<file path="config.mk">
export PLATFORM = sky130hd
export DESIGN_NAME = acc_top
export DESIGN_NICKNAME = d
export VERILOG_FILES = /design/src/hw/acc_pkg.sv /design/src/hw/acc_tad_gen.sv /design/src/hw/acc_top.sv
export SDC_FILE = /design/constraint.sdc
export NUM_CORES = 1
export LEC_CHECK = 0
export BUFFER_PORTS_ARGS = -buffer_cell sky130_fd_sc_hd__buf_2
export CORE_MARGIN = 2
export CORE_UTILIZATION = 49
export DETAILED_ROUTE_END_ITERATION = 6
export PLACE_DENSITY = 0.91
export SETUP_SLACK_MARGIN = 0.15
export SLEW_MARGIN = 10
export SYNTH_ARGS = -nofsm -noshare
export SYNTH_HDL_FRONTEND = slang
export SYNTH_HIERARCHICAL = 1
export SYNTH_SLANG_ARGS = --single-unit
</file>
<file path="constraint.sdc">
create_clock -name clk_i -period 3.6 [get_ports clk_i]
set_input_delay 0.18 -clock clk_i [delete_from_list [all_inputs] [get_ports clk_i]]
set_output_delay 0.18 -clock clk_i [all_outputs]
set_load 0.1 [all_outputs]
</file>
<file path="src/hw/acc_pkg.sv">
// Package: register map, field layout and timing constants of the converter control block
package acc_pkg;
    // ------------------------------------------------------------
    // Register offsets (byte addresses)
    // ------------------------------------------------------------
    localparam logic [7:0] ACC_OFF_CTRL = 8'h08;   // converter_control_primary
    localparam logic [7:0] ACC_OFF_PCFG = 8'h0c;   // port_analog_config
    localparam logic [7:0] ACC_OFF_RES = 8'h10;    // conversion_result
    localparam logic [7:0] ACC_OFF_IST = 8'h14;    // interrupt status
    localparam logic [7:0] ACC_OFF_IMSK = 8'h18;   // interrupt mask
    // ------------------------------------------------------------
    // Control register fields
    // ------------------------------------------------------------
    localparam int ACC_B_PWR = 0;
    localparam int ACC_B_DONEF = 1;
    localparam int ACC_B_GO = 2;
    localparam int ACC_B_CHS = 3;
    localparam int ACC_B_GPB = 5;
    localparam int ACC_B_CKS = 6;
    localparam logic [7:0] ACC_CTRL_RST = 8'h00;
    localparam logic [2:0] ACC_PCFG_RST = 3'h0;
    // Clock select codes
    localparam logic [1:0] ACC_CKS_DIV2 = 2'h0;
    localparam logic [1:0] ACC_CKS_DIV8 = 2'h1;
    localparam logic [1:0] ACC_CKS_DIV32 = 2'h2;
    localparam logic [1:0] ACC_CKS_RC = 2'h3;
    // ------------------------------------------------------------
    // Timing
    // ------------------------------------------------------------
    localparam int ACC_DIV2 = 2;
    localparam int ACC_DIV8 = 8;
    localparam int ACC_DIV32 = 32;
    localparam int ACC_RC_DIV = 16;               // internal RC stand-in period in cycles
    localparam int ACC_NBITS = 8;
    localparam int ACC_SETTLE_PERIODS = 2;        // periods after conversion ends
    // Converter state
    typedef enum logic [1:0] {
        ACC_IDLE = 2'b00,
        ACC_CONV = 2'b01,
        ACC_SETTLE = 2'b10
    } acc_state_t;
    // Conversion status carried out of the block
    typedef struct packed {
        logic busy;
        logic settling;
        logic [1:0] channel;
    } acc_status_t;
endpackage

</file>
<file path="src/hw/acc_tad_gen.sv">
// Bit conversion period enable generator with selectable divide ratio
`timescale 1ns/1ps
module acc_tad_gen
    import acc_pkg::*;
(
    input wire logic clk_i,        // Core clock
    input wire logic reset_n_i,    // Async reset, active low
    input wire logic run_i,        // Count while high
    input wire logic [1:0] sel_i,  // Clock select code
    output logic tick_o            // One-cycle period pulse
);
    logic [5:0] cnt_r;
    logic [5:0] lim;

    // ------------------------------------------------------------
    // Divide ratio select
    // ------------------------------------------------------------
    always_comb begin
        case (sel_i)
            ACC_CKS_DIV2: lim = 6'(ACC_DIV2 - 1);
            ACC_CKS_DIV8: lim = 6'(ACC_DIV8 - 1);
            ACC_CKS_DIV32: lim = 6'(ACC_DIV32 - 1);
            ACC_CKS_RC: lim = 6'(ACC_RC_DIV - 1);
            default: lim = 6'(ACC_DIV2 - 1);
        endcase
    end

    // Counter restarts when idle so the first period is whole
    always_ff @(posedge clk_i or negedge reset_n_i) begin
        if (!reset_n_i) begin
            cnt_r <= 6'h00;
        end else if (!run_i || cnt_r >= lim) begin
            cnt_r <= 6'h00;
        end else begin
            cnt_r <= cnt_r + 6'h01;
        end
    end

    assign tick_o = run_i && (cnt_r >= lim);
endmodule

</file>
<file path="src/hw/acc_top.sv">
// Converter control block: APB registers, SAR sequencer and completion interrupt
`timescale 1ns/1ps
module acc_top
    import acc_pkg::*;
#(
    parameter bit GP_BIT5 = 1'b0   // Variant with general-purpose bit 5
) (
    input wire logic clk_i,                // Core clock, 40 MHz
    input wire logic reset_n_i,            // Async reset, active low
    input wire logic psel,                 // APB select
    input wire logic penable,              // APB enable
    input wire logic pwrite,               // APB direction
    input wire logic [7:0] paddr,          // APB byte address
    input wire logic [31:0] pwdata,        // APB write data
    output logic [31:0] prdata,            // APB read data
    output logic pready,                   // APB ready
    output logic pslverr,                  // APB error
    input wire logic sleep_i,              // Core in sleep
    input wire logic cmp_i,                // Comparator: input at or above DAC, async
    output logic [7:0] dac_o,              // Trial code to DAC
    output logic [1:0] mux_sel_o,          // Analog mux channel
    output logic sample_o,                 // Sample-and-hold tracking
    output logic analog_on_o,              // Analog bias enable
    output logic ref_ext_o,                // Use reference-capable pin
    output logic [3:0] pin_analog_o,       // Per-pin analog enable
    output acc_status_t status_o,          // Sequencer status
    output logic irq_o                     // Interrupt, active high level
);
    // ------------------------------------------------------------
    // State
    // ------------------------------------------------------------
    logic pwr_r;
    logic go_r;
    logic done_r;
    logic gpb_r;
    logic [1:0] chs_r;
    logic [1:0] cks_r;
    logic [2:0] pcfg_r;
    logic [7:0] res_r;
    logic [7:0] sar_r;
    logic [7:0] trial_r;
    logic [2:0] bit_r;
    logic [1:0] settle_r;
    logic imsk_r;
    acc_state_t state_r;
    acc_state_t state_nxt;
    logic cmp_s1_r;
    logic cmp_s2_r;
    logic tick;
    logic clk_ok;
    logic wr;
    logic rd;
    logic wr_ctrl;
    logic wr_ist;
    logic go_set;
    logic go_clr;
    logic conv_end;
    logic abort;
    logic [7:0] ctrl_rd;
    logic [7:0] sar_bit;

    // ------------------------------------------------------------
    // APB decode
    // ------------------------------------------------------------
    // Zero wait states; every access completes in its access cycle
    assign pready = 1'b1;
    assign wr = psel && penable && pwrite;
    assign rd = psel && penable && !pwrite;
    assign wr_ctrl = wr && (paddr == ACC_OFF_CTRL);
    assign wr_ist = wr && (paddr == ACC_OFF_IST);
    // Unmapped offsets answer with an error and change nothing
    assign pslverr = psel && penable && !(paddr == ACC_OFF_CTRL || paddr == ACC_OFF_PCFG ||
                     paddr == ACC_OFF_RES || paddr == ACC_OFF_IST || paddr == ACC_OFF_IMSK);

    // Go requests from the bus
    assign go_set = wr_ctrl && pwdata[ACC_B_GO] && pwr_r && (state_r == ACC_IDLE);
    assign go_clr = wr_ctrl && !pwdata[ACC_B_GO] && go_r;

    // ------------------------------------------------------------
    // Comparator synchroniser
    // ------------------------------------------------------------
    always_ff @(posedge clk_i or negedge reset_n_i) begin
        if (!reset_n_i) begin
            cmp_s1_r <= 1'b0;
            cmp_s2_r <= 1'b0;
        end else begin
            cmp_s1_r <= cmp_i;
            cmp_s2_r <= cmp_s1_r;
        end
    end

    // ------------------------------------------------------------
    // Period generator
    // ------------------------------------------------------------
    // Core clock stops in sleep; only the RC source keeps ticking
    assign clk_ok = !sleep_i || (cks_r == ACC_CKS_RC);

    acc_tad_gen acc_tad_gen_i (
        .clk_i(clk_i),
        .reset_n_i(reset_n_i),
        .run_i(pwr_r && (state_r != ACC_IDLE) && clk_ok),
        .sel_i(cks_r),
        .tick_o(tick)
    );

    // ------------------------------------------------------------
    // Sequencer
    // ------------------------------------------------------------
    assign conv_end = (state_r == ACC_CONV) && tick && (bit_r == 3'h0);
    // Power-off also stops a running conversion
    assign abort = (state_r == ACC_CONV) && (go_clr || !pwr_r);

    always_comb begin
        state_nxt = state_r;
        case (state_r)
            ACC_IDLE: begin
                if (go_set) begin
                    state_nxt = ACC_CONV;
                end
            end
            ACC_CONV: begin
                if (abort) begin
                    state_nxt = ACC_IDLE;
                end else if (conv_end) begin
                    state_nxt = ACC_SETTLE;
                end
            end
            ACC_SETTLE: begin
                if (!pwr_r || (tick && settle_r == 2'(ACC_SETTLE_PERIODS - 1))) begin
                    state_nxt = ACC_IDLE;
                end
            end
            default: state_nxt = ACC_IDLE;
        endcase
    end

    always_ff @(posedge clk_i or negedge reset_n_i) begin
        if (!reset_n_i) begin
            state_r <= ACC_IDLE;
        end else begin
            state_r <= state_nxt;
        end
    end

    // Settle period counter
    always_ff @(posedge clk_i or negedge reset_n_i) begin
        if (!reset_n_i) begin
            settle_r <= 2'h0;
        end else if (state_r != ACC_SETTLE) begin
            settle_r <= 2'h0;
        end else if (tick) begin
            settle_r <= settle_r + 2'h1;
        end
    end

    // One-hot mask of the bit under trial
    assign sar_bit = 8'h01 << bit_r;

    // Successive approximation: keep trial bit if input at or above DAC
    always_ff @(posedge clk_i or negedge reset_n_i) begin
        if (!reset_n_i) begin
            bit_r <= 3'h7;
            sar_r <= 8'h00;
            trial_r <= 8'h80;
        end else if (state_r != ACC_CONV || go_set) begin
            bit_r <= 3'(ACC_NBITS - 1);
            sar_r <= 8'h00;
            trial_r <= 8'h80;
        end else if (tick) begin
            bit_r <= bit_r - 3'h1;
            sar_r <= cmp_s2_r ? trial_r : (trial_r & ~sar_bit);
            trial_r <= (cmp_s2_r ? trial_r : (trial_r & ~sar_bit)) | (sar_bit >> 1);
        end
    end

    // Result captured with the final decision
    always_ff @(posedge clk_i or negedge reset_n_i) begin
        if (!reset_n_i) begin
            res_r <= 8'h00;
        end else if (conv_end && !abort) begin
            res_r <= cmp_s2_r ? trial_r : (trial_r & 8'hfe);
        end
    end

    // ------------------------------------------------------------
    // Control register
    // ------------------------------------------------------------
    always_ff @(posedge clk_i or negedge reset_n_i) begin
        if (!reset_n_i) begin
            pwr_r <= ACC_CTRL_RST[ACC_B_PWR];
            chs_r <= 2'h0;
            cks_r <= 2'h0;
            gpb_r <= 1'b0;
        end else if (wr_ctrl) begin
            pwr_r <= pwdata[ACC_B_PWR];
            chs_r <= pwdata[ACC_B_CHS +: 2];
            cks_r <= pwdata[ACC_B_CKS +: 2];
            gpb_r <= GP_BIT5 & pwdata[ACC_B_GPB];
        end
    end

    // Go flag: set by software, cleared by hardware at end or by software
    always_ff @(posedge clk_i or negedge reset_n_i) begin
        if (!reset_n_i) begin
            go_r <= 1'b0;
        end else if (go_set) begin
            go_r <= 1'b1;
        end else if (conv_end || abort) begin
            go_r <= 1'b0;
        end
    end

    // Done flag: set wins over a simultaneous clear
    always_ff @(posedge clk_i or negedge reset_n_i) begin
        if (!reset_n_i) begin
            done_r <= 1'b0;
        end else if (conv_end && !abort) begin
            done_r <= 1'b1;
        end else if (wr_ctrl && !pwdata[ACC_B_DONEF]) begin
            done_r <= 1'b0;
        end else if (wr_ist && pwdata[0]) begin
            done_r <= 1'b0;
        end
    end

    // Port configuration and interrupt mask
    always_ff @(posedge clk_i or negedge reset_n_i) begin
        if (!reset_n_i) begin
            pcfg_r <= ACC_PCFG_RST;
            imsk_r <= 1'b0;
        end else if (wr && paddr == ACC_OFF_PCFG) begin
            pcfg_r <= pwdata[2:0];
        end else if (wr && paddr == ACC_OFF_IMSK) begin
            imsk_r <= pwdata[0];
        end
    end

    // ------------------------------------------------------------
    // Read path
    // ------------------------------------------------------------
    // Bit 5 reads zero unless the variant keeps a general-purpose bit
    assign ctrl_rd = {cks_r, gpb_r, chs_r, go_r, done_r, pwr_r};

    always_comb begin
        prdata = 32'h0000_0000;
        if (rd) begin
            case (paddr)
                ACC_OFF_CTRL: prdata = {24'h000000, ctrl_rd};
                ACC_OFF_PCFG: prdata = {29'h0000_0000, pcfg_r};
                ACC_OFF_RES: prdata = {24'h000000, res_r};
                ACC_OFF_IST: prdata = {31'h0000_0000, done_r};
                ACC_OFF_IMSK: prdata = {31'h0000_0000, imsk_r};
                default: prdata = 32'h0000_0000;
            endcase
        end
    end

    // ------------------------------------------------------------
    // Analog side
    // ------------------------------------------------------------
    // Pin map: 0 and 1 all analog, 2 pins 0-1 only, 3 all digital; ext ref on code 1 or bit 2
    always_comb begin
        case (pcfg_r[1:0])
            2'h0: pin_analog_o = 4'hf;
            2'h1: pin_analog_o = 4'hf;
            2'h2: pin_analog_o = 4'h3;
            default: pin_analog_o = 4'h0;
        endcase
    end

    assign ref_ext_o = pcfg_r[2] || (pcfg_r[1:0] == 2'h1);
    assign dac_o = trial_r;
    assign mux_sel_o = chs_r;
    assign analog_on_o = pwr_r;
    // Tracking whenever idle and powered; hold during conversion
    assign sample_o = pwr_r && (state_r == ACC_IDLE);
    assign status_o = '{busy: state_r == ACC_CONV, settling: state_r == ACC_SETTLE,
                        channel: chs_r};
    // Level interrupt; stays high until software clears the sticky flag or the mask bit
    assign irq_o = done_r && imsk_r;
endmodule

</file>
==> flow_summary.json <==
{
  "drt_iter0_drc": 138,
  "cp-end-kind": "flip-flop",
  "n_fill_cell": 434,
  "layout_common_cells": "52 x buf_2, 38 x dfrtp_1, 25 x conb_1",
  "grt_max_degree": 43,
  "dp_hpwl_mm": 4.06,
  "die_x_um": 76.3,
  "vias": 2017,
  "cts_root_buf": "clkbuf_8",
  "grt_antenna_before_repair": 0,
  "setup_viol": 0,
  "totalNegativeSetupSlack_ps": 0,
  "initial_utilization": 0.504,
  "std_cell_rows": 26,
  "cpPeakStageDelay_ps": 440,
  "finalCriticalPeriod_ps": 2740,
  "worstPathArrival_ps": 2900,
  "clock_path_buffers": 2,
  "rrSetupSlack_ps": 860,
  "die_h_um": 76.3,
  "path_clk_slew_ps": 70,
  "final_cells": 376,
  "reg2reg_to": "dac_o[1]$_DFFE_PN0P_",
  "vias_per_cell": 5.36,
  "drt-wirelength-per-cell_um": 14.3,
  "syn-cell-area_um2": 2560,
  "cts.sinks": 42,
  "drcViolationCount": 0,
  "top_layer_used": "met4",
  "grt_first_pass_wirelength_mm": 9.18,
  "portBuffers": 52,
  "ys.warnings.count": 6,
  "path_cells": "nand2b_1, ha_1, nand4b_1, nor2_1, o21a_1, buf_4, nor3b_1, nand2_1, a22oi_1, nor2_1",
  "dr.pass1.iters": 6,
  "ys_types": 48,
  "wl_met3_um": 371,
  "ir_worst_vdd_v": 0.000158,
  "finalCritPeriodShare": 0.760,
  "seq_area_um2": 1060,
  "htreeDepth": 2,
  "tightest_slew_ps": 906,
  "avgSynthCellArea_um2": 9.96,
  "antenna_cells": 0,
  "drt-met1-wl_mm": 2.30,
  "crit_fanout": 17,
  "cp.required_ps": 3760,
  "grt_pass1_vias": 1996,
  "path_delay_family": "simple AND/OR/NAND/NOR gates",
  "final_common_cell": "buf_2",
  "crit_start": "cks_r[0]$_DFFE_PN0N_",
  "skew_ps": 2.51,
  "post_cts_buffers": 0,
  "reg2regPathDepth": 10,
  "fp.dieArea_um2": 5820,
  "maxSlewHeadroom": 0.396,
  "hp-class": "in -> async",
  "core_area_um2": 5070,
  "grt_usage": 0.193,
  "grt_overflow": 0,
  "drv_slew": 0,
  "leakage_nw": 1.41,
  "cts_resized": 0,
  "outcome": "complete, no violations",
  "synth_edf_count": 0,
  "crit_type": "reg -> reg",
  "clkLatencyLatePin_ps": 290,
  "p_per_area_nw_per_um2": 332,
  "wl_met2_mm": 2.58,
  "synth_seq_cells": 42,
  "area_delta_synth_final_pct": 11.1,
  "ys_seq_area_frac": 0.413,
  "ios": 103,
  "ys_async_sr_fraction": 1.00,
  "synthCells": 257,
  "start_kind": "flip-flop",
  "tritoncts": "done",
  "max_freq_mhz": 365,
  "fin_nets": 363,
  "cp_num_buf_inv": 1,
  "ys.flop_type": "dfrtp_1",
  "dp.cells": 367,
  "maxCapViolCount": 0,
  "gp_congestion": 0.901,
  "drive_gt1_frac": 0.301,
  "routed_wl_mm": 5.38,
  "multi_input_area_um2": 1300,
  "antenna_left": 0,
  "cts_buffers": 5,
  "rsz0062_at_grt": "no",
  "cp_common_cell": "nor2_1",
  "r2r_start": "cks_r[0]$_DFFE_PN0N_",
  "finalHoldViolCount": 0,
  "slowest_stage": "dfrtp_1"
}
==> worst reg2reg max path, stage by stage (launching register included) <==
cell	delay [ps]
dfrtp_1	440
nand2b_1	170
ha_1	300
nand4b_1	140
nor2_1	390
o21a_1	230
buf_4	220
nor3b_1	350
nand2_1	110
a22oi_1	180
nor2_1	70
==> flip-flops by register name, indices dropped and copies added, names as in the netlist, 2 cells and up <==
register,count
res_r,8
settle_r,2
state_r,2
cks_r,2
bit_r,3
acc_tad_gen_i/cnt_r,6
mux_sel_o,2
dac_o,8
pcfg_r,3
==> routing by layer <==
metal  GRT usage  up-vias
li1            -      937
met1       0.250      972
met2       0.314       95
met3      0.0474       13
met4      0.0709        0
met5           0        -
==> power breakdown <==
group | internal (mW) | switching, mW | total [mW] | leakage (nW)
Clock | 0.138 | 0.152 | 0.289 | 0.0395
Combinational | 0.0188 | 0.159 | 0.178 | 0.810
Sequential | 0.474 | 0.00272 | 0.477 | 0.563
==> cells by family after synthesis <==
kind of cell | synth area share
XOR/XNOR | 0.0171
AO/OA/AOI/OAI | 0.105
buffers and inverters | 0.115
adder cells (fa/ha/maj) | 0.0538
other | 0.00293
flip-flops | 0.413
multiplexers | 0.0909
AND/OR/NAND/NOR | 0.203
==> cells in the mapped netlist (2+ instances only) <==
master     n  area share
nor2_1    23       0.034
mux2i_1    3       0.012
nand3_1    6       0.012
nand3b_1   2      0.0059
conb_1     2      0.0029
a32oi_1    3       0.010
and3_1     4      0.0098
xnor2_1    3       0.010
xor2_1     2      0.0068
nand4_1    4      0.0098
buf_4     29       0.085
inv_1     11       0.016
nor3b_1    4       0.012
dfrtp_1   38        0.37
nor4_4     2       0.017
dfstp_2    4       0.041
a31oi_1    2      0.0049
mux2_2    18       0.079
or3_1      2      0.0049
a21oi_1    8       0.016
nand2_1   21       0.031
nand2b_1   5       0.012
or2_2      2      0.0049
nor3_1     7       0.014
ha_1      11       0.054
a22oi_1    9       0.026
o21ai_0    7       0.014
clkbuf_1   5      0.0073
==> repair_timing <==
item / 4_1_cts / 5_1_grt
hold endpoints to repair: 1 / 0
endpoints found under the setup margin: 0 / 0
hold buffers: 1 / 0
==> worst max path at each step <==
| stage | end | depth (start not counted) |
|---|---|---|
| 3_3_place_gp | res_r[1]$_DFFE_PN0P_ | 9 |
| 3_5_place_dp | res_r[7]$_DFFE_PN0P_ | 9 |
| 5_1_grt | res_r[7]$_DFFE_PN0P_ | 9 |
| 6_report | dac_o[1]$_DFFE_PN0P_ | 10 |
| 2_1_floorplan | prdata[0] | 4 |
| 4_1_cts | res_r[7]$_DFFE_PN0P_ | 9 |
==> layout make-up <==
class / instances / share of cell area
Clock buffer: 8 / 0.0282
Inverter: 11 / 0.0145
Tap cell: 70 / 0.0308
Sequential cell: 42 / 0.371
Multi-Input combinational cell: 191 / 0.458
Timing Repair Buffer: 54 / 0.0977
==> through the flow <==
step                setup slack (ps)  hold slack (ps)  cell area, um^2   util  power, mW
floorplan                        521             -116             2650      -      0.655
global placement                 997              287             2750  0.543      0.662
detailed placement               969              289             2750  0.543      0.664
CTS                              918             54.3             2840  0.560      0.954
global route                     672             78.5             2840  0.560      0.982
finish                           863             5.00             2840  0.560      0.945
Power figures use the tool's default switching activity.
